`src/shared/sfc_pkg.sv`:
```
`default_nettype none
package sfc_pkg;
    localparam logic [7:0]  SFC_DELIM       = 8'h7E;
    localparam logic [7:0]  SFC_ESC         = 8'h7D;
    localparam logic [7:0]  SFC_XOR         = 8'h20;
    localparam logic [7:0]  SFC_FLOW_RESUME = 8'h11;
    localparam logic [7:0]  SFC_FLOW_PAUSE  = 8'h13;
    localparam logic [7:0]  SFC_CSUM_GOOD   = 8'hFF;
    localparam logic [7:0]  SFC_ID_NONE     = 8'h00;
    localparam logic [7:0]  T_AT            = 8'h08;
    localparam logic [7:0]  T_AT_Q          = 8'h09;
    localparam logic [7:0]  T_TX            = 8'h10;
    localparam logic [7:0]  T_TX_X          = 8'h11;
    localparam logic [7:0]  T_RAT           = 8'h17;
    localparam logic [7:0]  T_AT_RSP        = 8'h88;
    localparam logic [7:0]  T_TX_STAT       = 8'h8B;
    localparam logic [7:0]  T_RX            = 8'h90;
    localparam logic [7:0]  T_RX_X          = 8'h91;
    localparam logic [7:0]  T_RAT_RSP       = 8'h97;
    localparam logic [1:0]  MODE_TRANSP     = 2'h0;
    localparam logic [1:0]  MODE_API        = 2'h1;
    localparam logic [1:0]  MODE_API_ESC    = 2'h2;
    localparam logic [15:0] RSP_LEN         = 16'h0003;
    localparam logic [15:0] LEN_ONE         = 16'h0001;

    typedef enum logic [2:0] {
        D_HUNT = 3'b000, D_LENH = 3'b001, D_LENL = 3'b010, D_DATA = 3'b011, D_CSUM = 3'b100
    } sfc_dec_e;
    typedef enum logic [2:0] {
        E_IDLE = 3'b000, E_LENH = 3'b001, E_LENL = 3'b010, E_DATA = 3'b011, E_CSUM = 3'b100
    } sfc_enc_e;
    typedef enum logic [2:0] {
        S_IDLE = 3'b000, S_TYPE = 3'b001, S_ID = 3'b010, S_STAT = 3'b011,
        S_DTYPE = 3'b100, S_DDATA = 3'b101
    } sfc_src_e;

    function automatic logic sfc_needs_esc(input logic [7:0] b);
        return b == SFC_DELIM || b == SFC_ESC || b == SFC_FLOW_RESUME || b == SFC_FLOW_PAUSE;
    endfunction : sfc_needs_esc
endpackage : sfc_pkg
`default_nettype wire

```
`src/shared/sfc_enc_if.sv`:
```
`timescale 1ns/1ns
`default_nettype none
interface sfc_enc_if;
    logic        start;
    logic [15:0] len;
    logic        bvalid;
    logic [7:0]  bdata;
    logic        bready;
    logic        idle;
    modport src (output start, len, bvalid, bdata, input bready, idle);
    modport enc (input start, len, bvalid, bdata, output bready, idle);
endinterface : sfc_enc_if
`default_nettype wire

```
`src/rtl/sfc_codec.sv`:
```
`timescale 1ns/1ns
`default_nettype none
module sfc_codec
    import sfc_pkg::*;
(
    input  wire logic        mclk,
    input  wire logic        resetn,
    input  wire logic [1:0]  frame_mode_select,
    input  wire logic        link_is_spi,
    input  wire logic        rx_frame_format_select,
    input  wire logic        ser_rx_valid,
    input  wire logic [7:0]  ser_rx_data,
    output logic             ser_rx_ready,
    output logic             ser_tx_valid,
    output logic [7:0]       ser_tx_data,
    input  wire logic        ser_tx_ready,
    output logic             pay_valid,
    output logic [7:0]       pay_data,
    input  wire logic        pay_ready,
    output logic             req_valid,
    output logic [7:0]       req_type,
    output logic [7:0]       req_id,
    output logic             frame_err,
    input  wire logic        done_valid,
    input  wire logic [7:0]  done_status,
    output logic             done_ready,
    input  wire logic        dlv_start,
    input  wire logic [15:0] dlv_len,
    output logic             dlv_start_ready,
    input  wire logic        dlv_valid,
    input  wire logic [7:0]  dlv_data,
    output logic             dlv_ready
);
    sfc_dec_e    dst_q;
    sfc_src_e    src_q;
    logic        esc_q, pay_valid_q, req_valid_q, err_q, pend_q;
    logic [15:0] len_q, pos_q, dcnt_q;
    logic [7:0]  sum_q, type_q, id_q, pay_q, rtype_q, rid_q, prt_q, pid_q, rstat_q;

    sfc_enc_if enc_bus ();

    // mode 2 escaping only exists on the uart, spi falls back to plain framing
    logic framed, esc_on, rx_take, resync, is_esc, ub_valid;
    assign framed  = frame_mode_select != MODE_TRANSP;
    assign esc_on  = frame_mode_select == MODE_API_ESC && !link_is_spi;
    assign ser_rx_ready = !pay_valid_q || pay_ready;
    assign rx_take = ser_rx_valid && ser_rx_ready;
    assign resync  = framed && rx_take && ser_rx_data == SFC_DELIM
                     && (esc_on || dst_q == D_HUNT);
    assign is_esc  = esc_on && rx_take && ser_rx_data == SFC_ESC && !esc_q && dst_q != D_HUNT;
    assign ub_valid = framed && rx_take && !resync && !is_esc && dst_q != D_HUNT;

    logic [7:0] ubyte, sum_nx;
    logic       last_data, good_now, bad_now, pay_push;
    assign ubyte     = esc_q ? (ser_rx_data ^ SFC_XOR) : ser_rx_data;
    assign sum_nx    = sum_q + ubyte;
    assign last_data = (pos_q + LEN_ONE) == len_q;
    assign good_now  = ub_valid && dst_q == D_CSUM && sum_nx == SFC_CSUM_GOOD;
    assign bad_now   = ub_valid && dst_q == D_CSUM && sum_nx != SFC_CSUM_GOOD;
    assign pay_push  = (!framed && rx_take) || (ub_valid && dst_q == D_DATA);

    always_ff @(posedge mclk or negedge resetn) begin
        if (!resetn) begin
            dst_q <= D_HUNT;
            esc_q <= 1'b0;
        end else if (resync) begin
            dst_q <= D_LENH;
            esc_q <= 1'b0;
        end else if (is_esc) begin
            esc_q <= 1'b1;
        end else if (ub_valid) begin
            esc_q <= 1'b0;
            case (dst_q)
                D_LENH:  dst_q <= D_LENL;
                D_LENL:  dst_q <= ({len_q[15:8], ubyte} == 16'h0000) ? D_CSUM : D_DATA;
                D_DATA:  dst_q <= last_data ? D_CSUM : D_DATA;
                default: dst_q <= D_HUNT;
            endcase
        end
    end

    // length counts unescaped bytes, checksum excluded
    always_ff @(posedge mclk or negedge resetn) begin
        if (!resetn) begin
            len_q  <= 16'h0000;
            pos_q  <= 16'h0000;
            sum_q  <= 8'h00;
            type_q <= 8'h00;
            id_q   <= 8'h00;
        end else if (ub_valid) begin
            if (dst_q == D_LENH) begin
                len_q[15:8] <= ubyte;
            end
            if (dst_q == D_LENL) begin
                len_q[7:0] <= ubyte;
                pos_q      <= 16'h0000;
                sum_q      <= 8'h00;
                type_q     <= 8'h00;
                id_q       <= SFC_ID_NONE;
            end
            if (dst_q == D_DATA) begin
                sum_q <= sum_nx;
                pos_q <= pos_q + LEN_ONE;
                if (pos_q == 16'h0000) begin
                    type_q <= ubyte;
                end
                if (pos_q == LEN_ONE) begin
                    id_q <= ubyte;
                end
            end
        end
    end

    // payload bytes stream out early; only req_valid lets logic act on them
    always_ff @(posedge mclk or negedge resetn) begin
        if (!resetn) begin
            pay_valid_q <= 1'b0;
            pay_q       <= 8'h00;
        end else if (pay_push) begin
            pay_valid_q <= 1'b1;
            pay_q       <= framed ? ubyte : ser_rx_data;
        end else if (pay_ready) begin
            pay_valid_q <= 1'b0;
        end
    end
    assign pay_valid = pay_valid_q;
    assign pay_data  = pay_q;

    always_ff @(posedge mclk or negedge resetn) begin
        if (!resetn) begin
            req_valid_q <= 1'b0;
            err_q       <= 1'b0;
            req_type    <= 8'h00;
            req_id      <= 8'h00;
        end else begin
            req_valid_q <= good_now;
            err_q       <= bad_now;
            if (good_now) begin
                req_type <= type_q;
                req_id   <= id_q;
            end
        end
    end
    assign req_valid = req_valid_q;
    assign frame_err = err_q;

    logic       is_at, is_tx, is_rat, need_rsp, rsp_go, dlv_go, adv;
    logic [7:0] rsp_code;
    assign is_at    = type_q == T_AT || type_q == T_AT_Q;
    assign is_tx    = type_q == T_TX || type_q == T_TX_X;
    assign is_rat   = type_q == T_RAT;
    assign need_rsp = is_rat || ((is_at || is_tx) && id_q != SFC_ID_NONE);
    assign rsp_code = is_rat ? T_RAT_RSP : (is_tx ? T_TX_STAT : T_AT_RSP);
    assign done_ready      = framed && src_q == S_IDLE && enc_bus.idle;
    assign dlv_start_ready = done_ready && !(done_valid && pend_q);
    assign rsp_go = done_valid && done_ready && pend_q;
    assign dlv_go = dlv_start && dlv_start_ready;
    assign adv    = enc_bus.bvalid && enc_bus.bready;

    // a new good request needing a response in the cycle the old one is answered keeps pending set
    always_ff @(posedge mclk or negedge resetn) begin
        if (!resetn) begin
            pend_q <= 1'b0;
            prt_q  <= 8'h00;
            pid_q  <= 8'h00;
        end else if (good_now && need_rsp) begin
            pend_q <= 1'b1;
            prt_q  <= rsp_code;
            pid_q  <= id_q;
        end else if (rsp_go) begin
            pend_q <= 1'b0;
        end
    end

    always_ff @(posedge mclk or negedge resetn) begin
        if (!resetn) begin
            src_q   <= S_IDLE;
            rtype_q <= 8'h00;
            rid_q   <= 8'h00;
            rstat_q <= 8'h00;
            dcnt_q  <= 16'h0000;
        end else if (src_q == S_IDLE) begin
            if (rsp_go) begin
                src_q   <= S_TYPE;
                rtype_q <= prt_q;
                rid_q   <= pid_q;
                rstat_q <= done_status;
            end else if (dlv_go) begin
                src_q  <= S_DTYPE;
                dcnt_q <= dlv_len;
            end
        end else if (adv) begin
            case (src_q)
                S_TYPE:  src_q <= S_ID;
                S_ID:    src_q <= S_STAT;
                S_DTYPE: src_q <= (dcnt_q == 16'h0000) ? S_IDLE : S_DDATA;
                S_DDATA: begin
                    dcnt_q <= dcnt_q - LEN_ONE;
                    src_q  <= (dcnt_q == LEN_ONE) ? S_IDLE : S_DDATA;
                end
                default: src_q <= S_IDLE;
            endcase
        end
    end

    assign enc_bus.start  = rsp_go || dlv_go;
    assign enc_bus.len    = rsp_go ? RSP_LEN : (dlv_len + LEN_ONE);
    assign enc_bus.bvalid = (src_q == S_DDATA) ? dlv_valid : (src_q != S_IDLE);
    assign enc_bus.bdata  = (src_q == S_TYPE)  ? rtype_q :
                            (src_q == S_ID)    ? rid_q :
                            (src_q == S_STAT)  ? rstat_q :
                            (src_q == S_DTYPE) ? (rx_frame_format_select ? T_RX_X : T_RX) :
                            dlv_data;
    assign dlv_ready = framed ? (src_q == S_DDATA && enc_bus.bready) : ser_tx_ready;

    logic       enc_valid;
    logic [7:0] enc_data;
    sfc_frame_encoder u_enc (
        .mclk      (mclk),
        .resetn    (resetn),
        .escape_en (esc_on),
        .e         (enc_bus.enc),
        .tx_valid  (enc_valid),
        .tx_data   (enc_data),
        .tx_ready  (ser_tx_ready && framed)
    );
    assign ser_tx_valid = framed ? enc_valid : dlv_valid;
    assign ser_tx_data  = framed ? enc_data : dlv_data;
endmodule : sfc_codec
`default_nettype wire

```
`src/rtl/sfc_frame_encoder.sv`:
```
`timescale 1ns/1ns
`default_nettype none
module sfc_frame_encoder
    import sfc_pkg::*;
(
    input  wire logic       mclk,
    input  wire logic       resetn,
    input  wire logic       escape_en,
    sfc_enc_if.enc          e,
    output logic            tx_valid,
    output logic [7:0]      tx_data,
    input  wire logic       tx_ready
);
    sfc_enc_e    st_q, st_d;
    logic [15:0] len_q, cnt_q;
    logic [7:0]  sum_q, cur_q;
    logic        have_q, raw_q, esc_ph_q;

    logic       need, byte_done, can_load, load;
    logic [7:0] load_byte;
    // the delimiter goes out raw, every other byte may be escaped
    assign need      = escape_en && !raw_q && sfc_needs_esc(cur_q);
    assign tx_valid  = have_q;
    assign tx_data   = esc_ph_q ? (cur_q ^ SFC_XOR) : (need ? SFC_ESC : cur_q);
    assign byte_done = have_q && tx_ready && (!need || esc_ph_q);
    assign can_load  = !have_q || byte_done;
    assign e.idle    = (st_q == E_IDLE) && can_load;
    assign e.bready  = (st_q == E_DATA) && can_load;
    assign load      = can_load && (st_q != E_IDLE || e.start) && (st_q != E_DATA || e.bvalid);
    assign load_byte = (st_q == E_IDLE) ? SFC_DELIM :
                       (st_q == E_LENH) ? len_q[15:8] :
                       (st_q == E_LENL) ? len_q[7:0] :
                       (st_q == E_DATA) ? e.bdata : (SFC_CSUM_GOOD - sum_q);

    always_comb begin
        st_d = st_q;
        case (st_q)
            E_IDLE:  st_d = E_LENH;
            E_LENH:  st_d = E_LENL;
            E_LENL:  st_d = (len_q == 16'h0000) ? E_CSUM : E_DATA;
            E_DATA:  st_d = (cnt_q == LEN_ONE) ? E_CSUM : E_DATA;
            E_CSUM:  st_d = E_IDLE;
            default: st_d = E_IDLE;
        endcase
    end

    always_ff @(posedge mclk or negedge resetn) begin
        if (!resetn) begin
            st_q <= E_IDLE;
        end else if (load) begin
            st_q <= st_d;
        end
    end

    // length and sum run on unescaped bytes only
    always_ff @(posedge mclk or negedge resetn) begin
        if (!resetn) begin
            len_q <= 16'h0000;
            cnt_q <= 16'h0000;
            sum_q <= 8'h00;
        end else if (load) begin
            if (st_q == E_IDLE) begin
                len_q <= e.len;
                sum_q <= 8'h00;
            end
            if (st_q == E_LENL) begin
                cnt_q <= len_q;
            end
            if (st_q == E_DATA) begin
                sum_q <= sum_q + e.bdata;
                cnt_q <= cnt_q - LEN_ONE;
            end
        end
    end

    always_ff @(posedge mclk or negedge resetn) begin
        if (!resetn) begin
            cur_q    <= 8'h00;
            have_q   <= 1'b0;
            raw_q    <= 1'b0;
            esc_ph_q <= 1'b0;
        end else if (load) begin
            cur_q    <= load_byte;
            have_q   <= 1'b1;
            raw_q    <= (st_q == E_IDLE);
            esc_ph_q <= 1'b0;
        end else if (byte_done) begin
            have_q   <= 1'b0;
            esc_ph_q <= 1'b0;
        end else if (have_q && tx_ready && need) begin
            esc_ph_q <= 1'b1;
        end
    end
endmodule : sfc_frame_encoder
`default_nettype wire

```
`config.mk`:
```
export PLATFORM = sky130hd
export DESIGN_NAME = sfc_codec
export DESIGN_NICKNAME = d
export VERILOG_FILES = /design/src/shared/sfc_pkg.sv /design/src/shared/sfc_enc_if.sv /design/src/rtl/sfc_codec.sv /design/src/rtl/sfc_frame_encoder.sv
export SDC_FILE = /design/constraint.sdc
export NUM_CORES = 1
export LEC_CHECK = 0
export ABC_AREA = 1
export BUFFER_PORTS_ARGS = -buffer_cell sky130_fd_sc_hd__clkbuf_2
export CORE_MARGIN = 2
export CORE_UTILIZATION = 45
export DETAILED_ROUTE_END_ITERATION = 8
export PLACE_DENSITY = 0.63
export SKIP_LAST_GASP = 1
export SYNTH_ARGS = -nofsm -noshare
export SYNTH_HDL_FRONTEND = slang
export SYNTH_SLANG_ARGS = --single-unit
```
`constraint.sdc`:
```
create_clock -name mclk -period 2.6 [get_ports mclk]
set_input_delay 0.26 -clock mclk [delete_from_list [all_inputs] [get_ports mclk]]
set_output_delay 0.26 -clock mclk [all_outputs]
set_load 0.01 [all_outputs]
```
Word-level counts from Yosys, hierarchy flattened
Index checks and enable logic that the tools add are counted.
{ "word_totals": {"register_bits": 201, "latchBits": 0, "mem_bits_rw": 0, "romBits": 0, "in_bits": 52, "output_inout_bits": 40, "n_memories": 0} }
{ "classes": {"addsub": 7, "multipliers": 0, "div": 0, "order_cmp": 0, "eq_ne": 35, "shift": 0, "muxes": 67, "bitwise": 2, "n_reduce_logical": 96} }
{ "op_table": {"columns": ["cell", "n"], "rows": [
  ["$mux W8", 21],
  ["$mux W16", 10],
  ["$logic_not A16 Y1", 4],
  ["$eq A16 B1 Y1 const B", 3],
  ["$eq A8 B5 Y1 const B", 5],
  ["$mux W3", 13],
  ["$logic_and A1 B1 Y1", 38],
  ["$add A16 B1 Y16 const B", 2],
  ["$eq A8 B7 Y1 const B", 4],
  ["$sub A16 B1 Y16 const B", 2],
  ["$pmux W3 S4", 2],
  ["$reduce_bool A2 Y1", 10],
  ["$eq A3 B2 Y1 const B", 6],
  ["$reduce_and A2 Y1", 9],
  ["$add A8 B8 Y8", 2],
  ["$eq A16 B16 Y1", 1],
  ["$eq A8 B4 Y1 const B", 2],
  ["$mux W1", 16],
  ["$logic_or A1 B1 Y1", 15],
  ["$reduce_bool A3 Y1", 5],
  ["$mux W6", 2],
  ["$logic_not A1 Y1", 10],
  ["$eq A3 B1 Y1 const B", 3],
  ["$eq A3 B3 Y1 const B", 3],
  ["other kinds (14)", 19]
]} }

Longest topological paths before layout
{ "logic_depth": {"depth_word": 18, "ltp_mapped": 17, "depth_no_buf": 17} }

Hierarchy
A second synthesis with hierarchy kept.
{ "unflattened": {"hier_cells": 1578, "area_unflattened_um2": 11538.6} }
{ "modules_own_cells": {"columns": ["module", "instances", "cells_per_inst", "area_each_um2"], "rows": [
  ["sfc_codec", 1, 1053, 7923.8],
  ["sfc_frame_encoder", 1, 525, 3614.7]
]} }

Least setup slack after synthesis
Ideal clock, no wire load.
{ "synth_path": {"kind": "flip-flop to flip-flop", "from": "register src_q[1]", "to": "register u_enc.sum_q[6]", "setup_time_ns": 0.134, "arrival_ns": 2.479, "required_ns": 2.466, "path_slack_ns": -0.013, "stages_incl_launch_ff": 16, "period_less_slack_ns": 2.613, "cell_sequence": "dfrtp_1 nor3_1 inv_1 clkbuf_1 o22ai_1 o21bai_1 inv_1 ha_1 fa_1 nand3_1 nand2_1 nand2_1 nand2_1 a21oi_1 xor2_1 o22ai_1"} }
{ "synth_via": {"elab_chain_len": 10} }
{ "synth_lines": {"columns": ["item", "line_no", "source"], "rows": [
  ["start: declaration", "sfc_codec.sv:35", "sfc_src_e src_q;"],
  ["start signal: assignment", "sfc_codec.sv:196", "S_DTYPE: src_q <= (dcnt_q == 16'h0000) ? S_IDLE : S_DDATA;"],
  ["start signal: assignment", "sfc_codec.sv:199", "src_q <= (dcnt_q == LEN_ONE) ? S_IDLE : S_DDATA;"],
  ["branches (longest 10 deep; another with $add A8 B8 Y8)", null, null],
  ["end signal: assignment", "sfc_frame_encoder.sv:70", "sum_q <= sum_q + e.bdata;"],
  ["end: declaration", "sfc_frame_encoder.sv:16", "logic [7:0] sum_q, cur_q;"]
]} }
Several ways; the timed one is not identified.
A chain may end at the register's enable or synchronous reset.

Worst setup path after layout
{ "layout_path": {"from": "register src_q[0]", "to": "register u_enc.sum_q[6]"} }
The elaborated chain is that of the path after synthesis.

==> impl_table.tex <==
\begin{tabular}{lr}
\hline
Metric & Value \\
\hline
\multicolumn{2}{l}{\textbf{Status}} \\
Outcome & finished, violations left \\
Violations in the final reports & negative setup slack \\
\multicolumn{2}{l}{\textbf{Cells and area}} \\
Total Nets Final & 1689 \\
Area taken by flip-flops and latches & roughly 4800 um2 \\
Area growth from synthesis to layout & 17.47\% \\
Fill cell total of the finished layout & $\sim$2300 \\
Diode insertion count for antenna repair & 0 \\
Final core utilization & 0.5383 \\
Layout cells sized above 1 & 0.1574 \\
Number of cells in the finished layout apart from fillers & between 1500 and 2000 \\
Area of the multi-input gates & about 5600 um2 \\
\multicolumn{2}{l}{\textbf{Floorplanning}} \\
Die area & approximately 26000 um2 \\
Starting utilization of the core area & 0.4582 \\
Width of the die & 161.4 um \\
Area of the placeable core & between 20000 and 25000 um2 \\
Top-level port count & slightly above 90 \\
Height of the die & roughly 160 um \\
Rows & 57 \\
\multicolumn{2}{l}{\textbf{Logic synthesis}} \\
Avg Inst Size Synth & between 7 and 8 um2 \\
Synth async-reset ratio & 1.000 \\
Mapped Area & 11140 um2 \\
Syn Nets & between 1500 and 2000 \\
Synth warn & 0 \\
Synthesized flop and latch total & between 150 and 200 \\
Number of enable flip-flop cells after synthesis & 0 \\
Number of unique standard cell types used by synthesis & 57 \\
Synthesized netlist cell count & approximately 1500 \\
Sequential fraction of the synthesis area & 0.4334 \\
Main flop type after synthesis & sky130\_fd\_sc\_hd\_\_dfrtp\_1 \\
\multicolumn{2}{l}{\textbf{Setup path}} \\
Worst path depth & 17 \\
Type of element capturing the critical path & flop \\
Cell mode on critical path & sky130\_fd\_sc\_hd\_\_nand2\_1 \\
R2R depth & 17 \\
Worst path cell trace & buf\_4, nand3\_2, inv\_1, buf\_4, nand2\_1, nand2\_1, o21bai\_1, inv\_1, ha\_2, fa\_2, nand3\_2, nand2\_1, nand2\_2, nand2\_1, a21oi\_2, xor2\_1, o22ai\_1 \\
Max FO, Critical Path & 6 \\
Reg-to-reg critical path startpoint & src\_q[0]\$\_DFFE\_PN0P\_ \\
Beginning of the critical path & src\_q[0]\$\_DFFE\_PN0P\_ \\
Top cell family by delay on the critical path & adder cells \\
Slowest cell on the critical path & sky130\_fd\_sc\_hd\_\_dfrtp\_1 \\
Arrival time of the worst setup path & between 2 and 3 ns \\
Reg-to-reg critical path endpoint & u\_enc.sum\_q[6]\$\_DFFE\_PN0P\_ \\
WP data required & approximately 2.9 ns \\
Critical Path Start Type & flop \\
Register-to-register path setup slack & -0.02 ns \\
Bufs and invs on worst path & 4 \\
End of the critical path & u\_enc.sum\_q[6]\$\_DFFE\_PN0P\_ \\
Crit path kind & flop to flop \\
Critical path's largest stage delay & around 0.42 ns \\
\multicolumn{2}{l}{\textbf{Power}} \\
Power density of the placed cells & 1109 nW/um2 \\
Tot Pwr & 14520 uW \\
Lkg Pwr & 0.006552 uW \\
Internal power of the cells & roughly 8000 uW \\
Clock power share & 0.193 \\
Sequential power share & 0.341 \\
Peak supply drop & 0.4930 mV \\
P\_sw & between 6000 and 7000 uW \\
Net switching share of the total power & 0.4519 \\
Combinational fraction of design power & 0.466 \\
\multicolumn{2}{l}{\textbf{STA}} \\
Final critical-path setup slack & -0.02013 ns \\
Hold violation count in the final report & 0 \\
Unrepaired setup endpoints after global routing & yes \\
Slew margin rel. & 0.5675 \\
Tightest Pin Transition & between 0.6 and 0.7 ns \\
Final worst path period share & 1.008 \\
FMAX & $\sim$380 MHz \\
Number of slew-limit violations in the final report & 0 \\
Final count of negative-setup-slack endpoints & 1 \\
Setup Total Neg Slack & -0.02013 ns \\
Worst clock skew & about 0.018 ns \\
Minimum clock period after layout & around 2.6 ns \\
\multicolumn{2}{l}{\textbf{CTS}} \\
Number of H-tree branching levels & 4 \\
TritonCTS clock tree & done \\
Clock insertion delay at the later pin of the skew report & roughly 0.45 ns \\
Bufs on Longest Clock Path & 2 \\
Worst-path clk slew & $\sim$0.090 ns \\
TritonCTS buffer count & 17 \\
Clk Tree Root Cell & sky130\_fd\_sc\_hd\_\_clkbuf\_16 \\
Number of sinks handled by clock tree synthesis & between 150 and 200 \\
\multicolumn{2}{l}{\textbf{Route}} \\
Total wire length & roughly 31 mm \\
Number of design-rule violations left by the first detailed-router iteration & 823 \\
Detailed-router iteration count before antenna repair & 5 \\
Via density per instance & approximately 5.4 \\
Avg WL per Cell & 15.86 um \\
Routed via count & 10480 \\
Final routed DRC violation total & 0 \\
Detail Route Antenna Nets & 0 \\
\multicolumn{2}{l}{\textbf{Global route}} \\
Largest net degree at the start of global routing & 73 \\
Number of antenna violations at the first check in global routing & 0 \\
Total grt overflow & 0 \\
Global Route Usage Sum & 0.2425 \\
First-pass GRT wire length & 50.52 mm \\
Number of global-route vias before repair & 9922 \\
\multicolumn{2}{l}{\textbf{Placed design}} \\
Final Wtd Congestion & roughly 0.94 \\
Port Buffer Count & 91 \\
Placed wire-length estimate & 23.01 mm \\
\# placed instances & around 1900 \\
Setup slack after placement & -0.03369 ns \\
\multicolumn{2}{l}{\textbf{Job}} \\
Max-cap check violation count & 0 \\
\multicolumn{2}{l}{\textbf{Hold path}} \\
Class of the tightest hold or removal check & input port to flop \\
\hline
\end{tabular}
==> worst min-delay path, stage by stage <==
cell and delay (ns):
sky130_fd_sc_hd__clkbuf_2 0.08, sky130_fd_sc_hd__nand2_1 0.05, sky130_fd_sc_hd__nand2_1 0.05
==> cell usage in the layout, fill, tap and decap left out, types with 4 or more instances in the layout <==
cell,instances
sky130_fd_sc_hd__a21oi_1,42
sky130_fd_sc_hd__dlygate4sd3_1,4
sky130_fd_sc_hd__nand3b_1,11
sky130_fd_sc_hd__o31ai_1,11
sky130_fd_sc_hd__o21ai_0,99
sky130_fd_sc_hd__clkbuf_2,90
sky130_fd_sc_hd__ha_1,19
sky130_fd_sc_hd__nand3_2,7
sky130_fd_sc_hd__nand2_2,8
sky130_fd_sc_hd__a31o_2,4
sky130_fd_sc_hd__nor3_1,18
sky130_fd_sc_hd__o22ai_1,28
sky130_fd_sc_hd__a31oi_1,6
sky130_fd_sc_hd__nor2_2,10
sky130_fd_sc_hd__clkinv_8,6
sky130_fd_sc_hd__nor4_1,13
sky130_fd_sc_hd__inv_1,157
sky130_fd_sc_hd__nor2_1,96
sky130_fd_sc_hd__dfrtp_1,192
sky130_fd_sc_hd__nand4_1,40
sky130_fd_sc_hd__xor2_1,17
sky130_fd_sc_hd__buf_12,4
sky130_fd_sc_hd__buf_4,53
sky130_fd_sc_hd__inv_12,5
sky130_fd_sc_hd__nor3_2,4
sky130_fd_sc_hd__nand3_1,107
sky130_fd_sc_hd__o21ai_1,53
sky130_fd_sc_hd__or2_2,8
sky130_fd_sc_hd__clkbuf_16,17
sky130_fd_sc_hd__nand2_1,415
sky130_fd_sc_hd__o211ai_1,4
sky130_fd_sc_hd__xnor2_1,12
sky130_fd_sc_hd__inv_2,12
==> power by group through the flow <==
stage | sequential (uW) | clock, uW | combinational [uW]
final | 4950 | 2800 | 6770
after global routing | 5080 | 2950 | 7680
after CTS | 4910 | 2830 | 6510
after detailed placement | 4940 | 0 | 6390
after global placement | 4930 | 0 | 6310
after floorplan | 4660 | 0 | 4700
==> cell type report <==
class | count | share of cell area
Sequential cell | 193 | 0.3690
Clock inverter | 15 | 0.01644
Clock buffer | 17 | 0.03250
Multi-Input combinational cell | 1079 | 0.4267
Inverter | 169 | 0.04846
Timing Repair Buffer | 153 | 0.07589
Tap cell | 324 | 0.03097
==> how the worst min path moves through the flow <==
stage | startpoint | to | slack, ns | cells past startpoint
after floorplan | resetn | dcnt_q[0]$_DFFE_PN0P_ | -0.04 | 0
final | done_status[0] | rstat_q[0]$_DFFE_PN0P_ | 0.009 | 3
after detailed placement | resetn | dcnt_q[12]$_DFFE_PN0P_ | 0.34 | 1
after CTS | done_status[1] | rstat_q[1]$_DFFE_PN0P_ | 0.005 | 3
after global placement | resetn | dcnt_q[11]$_DFFE_PN0P_ | 0.34 | 1
after global routing | done_status[0] | rstat_q[0]$_DFFE_PN0P_ | 0.006 | 3
==> sequential cells by signal (all words and copies together) (netlist names), 3 cells and up <==
signal	count
dcnt_q	16
len_q	16
pos_q	16
u_enc.cnt_q	16
u_enc.len_q	16
id_q	8
pay_data	8
pid_q	8
req_id	8
req_type	8
rid_q	8
rstat_q	8
sum_q	8
type_q	8
u_enc.cur_q	8
u_enc.sum_q	8
prt_q	4
rtype_q	4
dst_q	3
src_q	3
u_enc.st_q	3
==> repair_timing <==
item	4_1_cts	5_1_grt
cloned	0	1
hold buffers	4	0
resized for setup	6	23
endpoints found under the setup margin	2	32
buffers inserted	5	6
pin swaps	3	11
hold endpoints to repair	72	0
==> synthesized netlist by cell type, drive strengths merged, types with 2 or more instances <==
cell    instances  area share
nand2         426        0.15
dfrtp         193        0.43
inv           169       0.057
o21ai         154       0.071
nand3         114       0.053
nor2          108       0.040
a21oi          45       0.020
nand4          41       0.024
o22ai          28       0.016
buf            22       0.011
ha             22       0.025
nor3           22       0.011
clkbuf         18      0.0061
xor2           17       0.013
nor4           14      0.0092
xnor2          14       0.012
nand3b         12      0.0084
o31ai          11      0.0074
or2             9      0.0051
a31oi           6      0.0034
o211ai          5      0.0038
a31o            4      0.0031
a221oi          3      0.0024
mux2i           3      0.0027
o21bai          3      0.0020
a22o            2      0.0016
fa              2      0.0036
o21a            2      0.0013
o32ai           2      0.0016
==> routing by layer <==
metal,vias up,wire length (um),share of wire,track usage
li1,5202,-,-,-
met1,4917,14010,0.45,0.3230
met2,302,14550,0.47,0.4031
met3,58,1436,0.046,0.03724
met4,0,933,0.030,0.08726
met5,-,0,0,0
==> per-stage QoR <==
stage	hold WS (ns)	area (um2)
2_1_floorplan	-0.03559	11150
6_report	0.008868	13090
3_3_place_gp	0.3418	12230
3_5_place_dp	0.3382	12230
4_1_cts	0.005345	12960
5_1_grt	0.006326	13090
==> cells by family (layout without fill, tap and decap cells) <==
group / count (synthesis) / in the layout / share of synthesized area
DFF: 193 / 193 / 0.4334
buffers and inverters: 209 / 354 / 0.07444
xor gates and xnor gates: 31 / 31 / 0.02504
muxes: 3 / 3 / 0.002695
AOI/OAI and AO/OA: 271 / 271 / 0.1377
and+or+nand+nor: 749 / 750 / 0.2985
adders and majority gates: 24 / 24 / 0.02830
No activity file was read; power rests on OpenSTA's default activity.
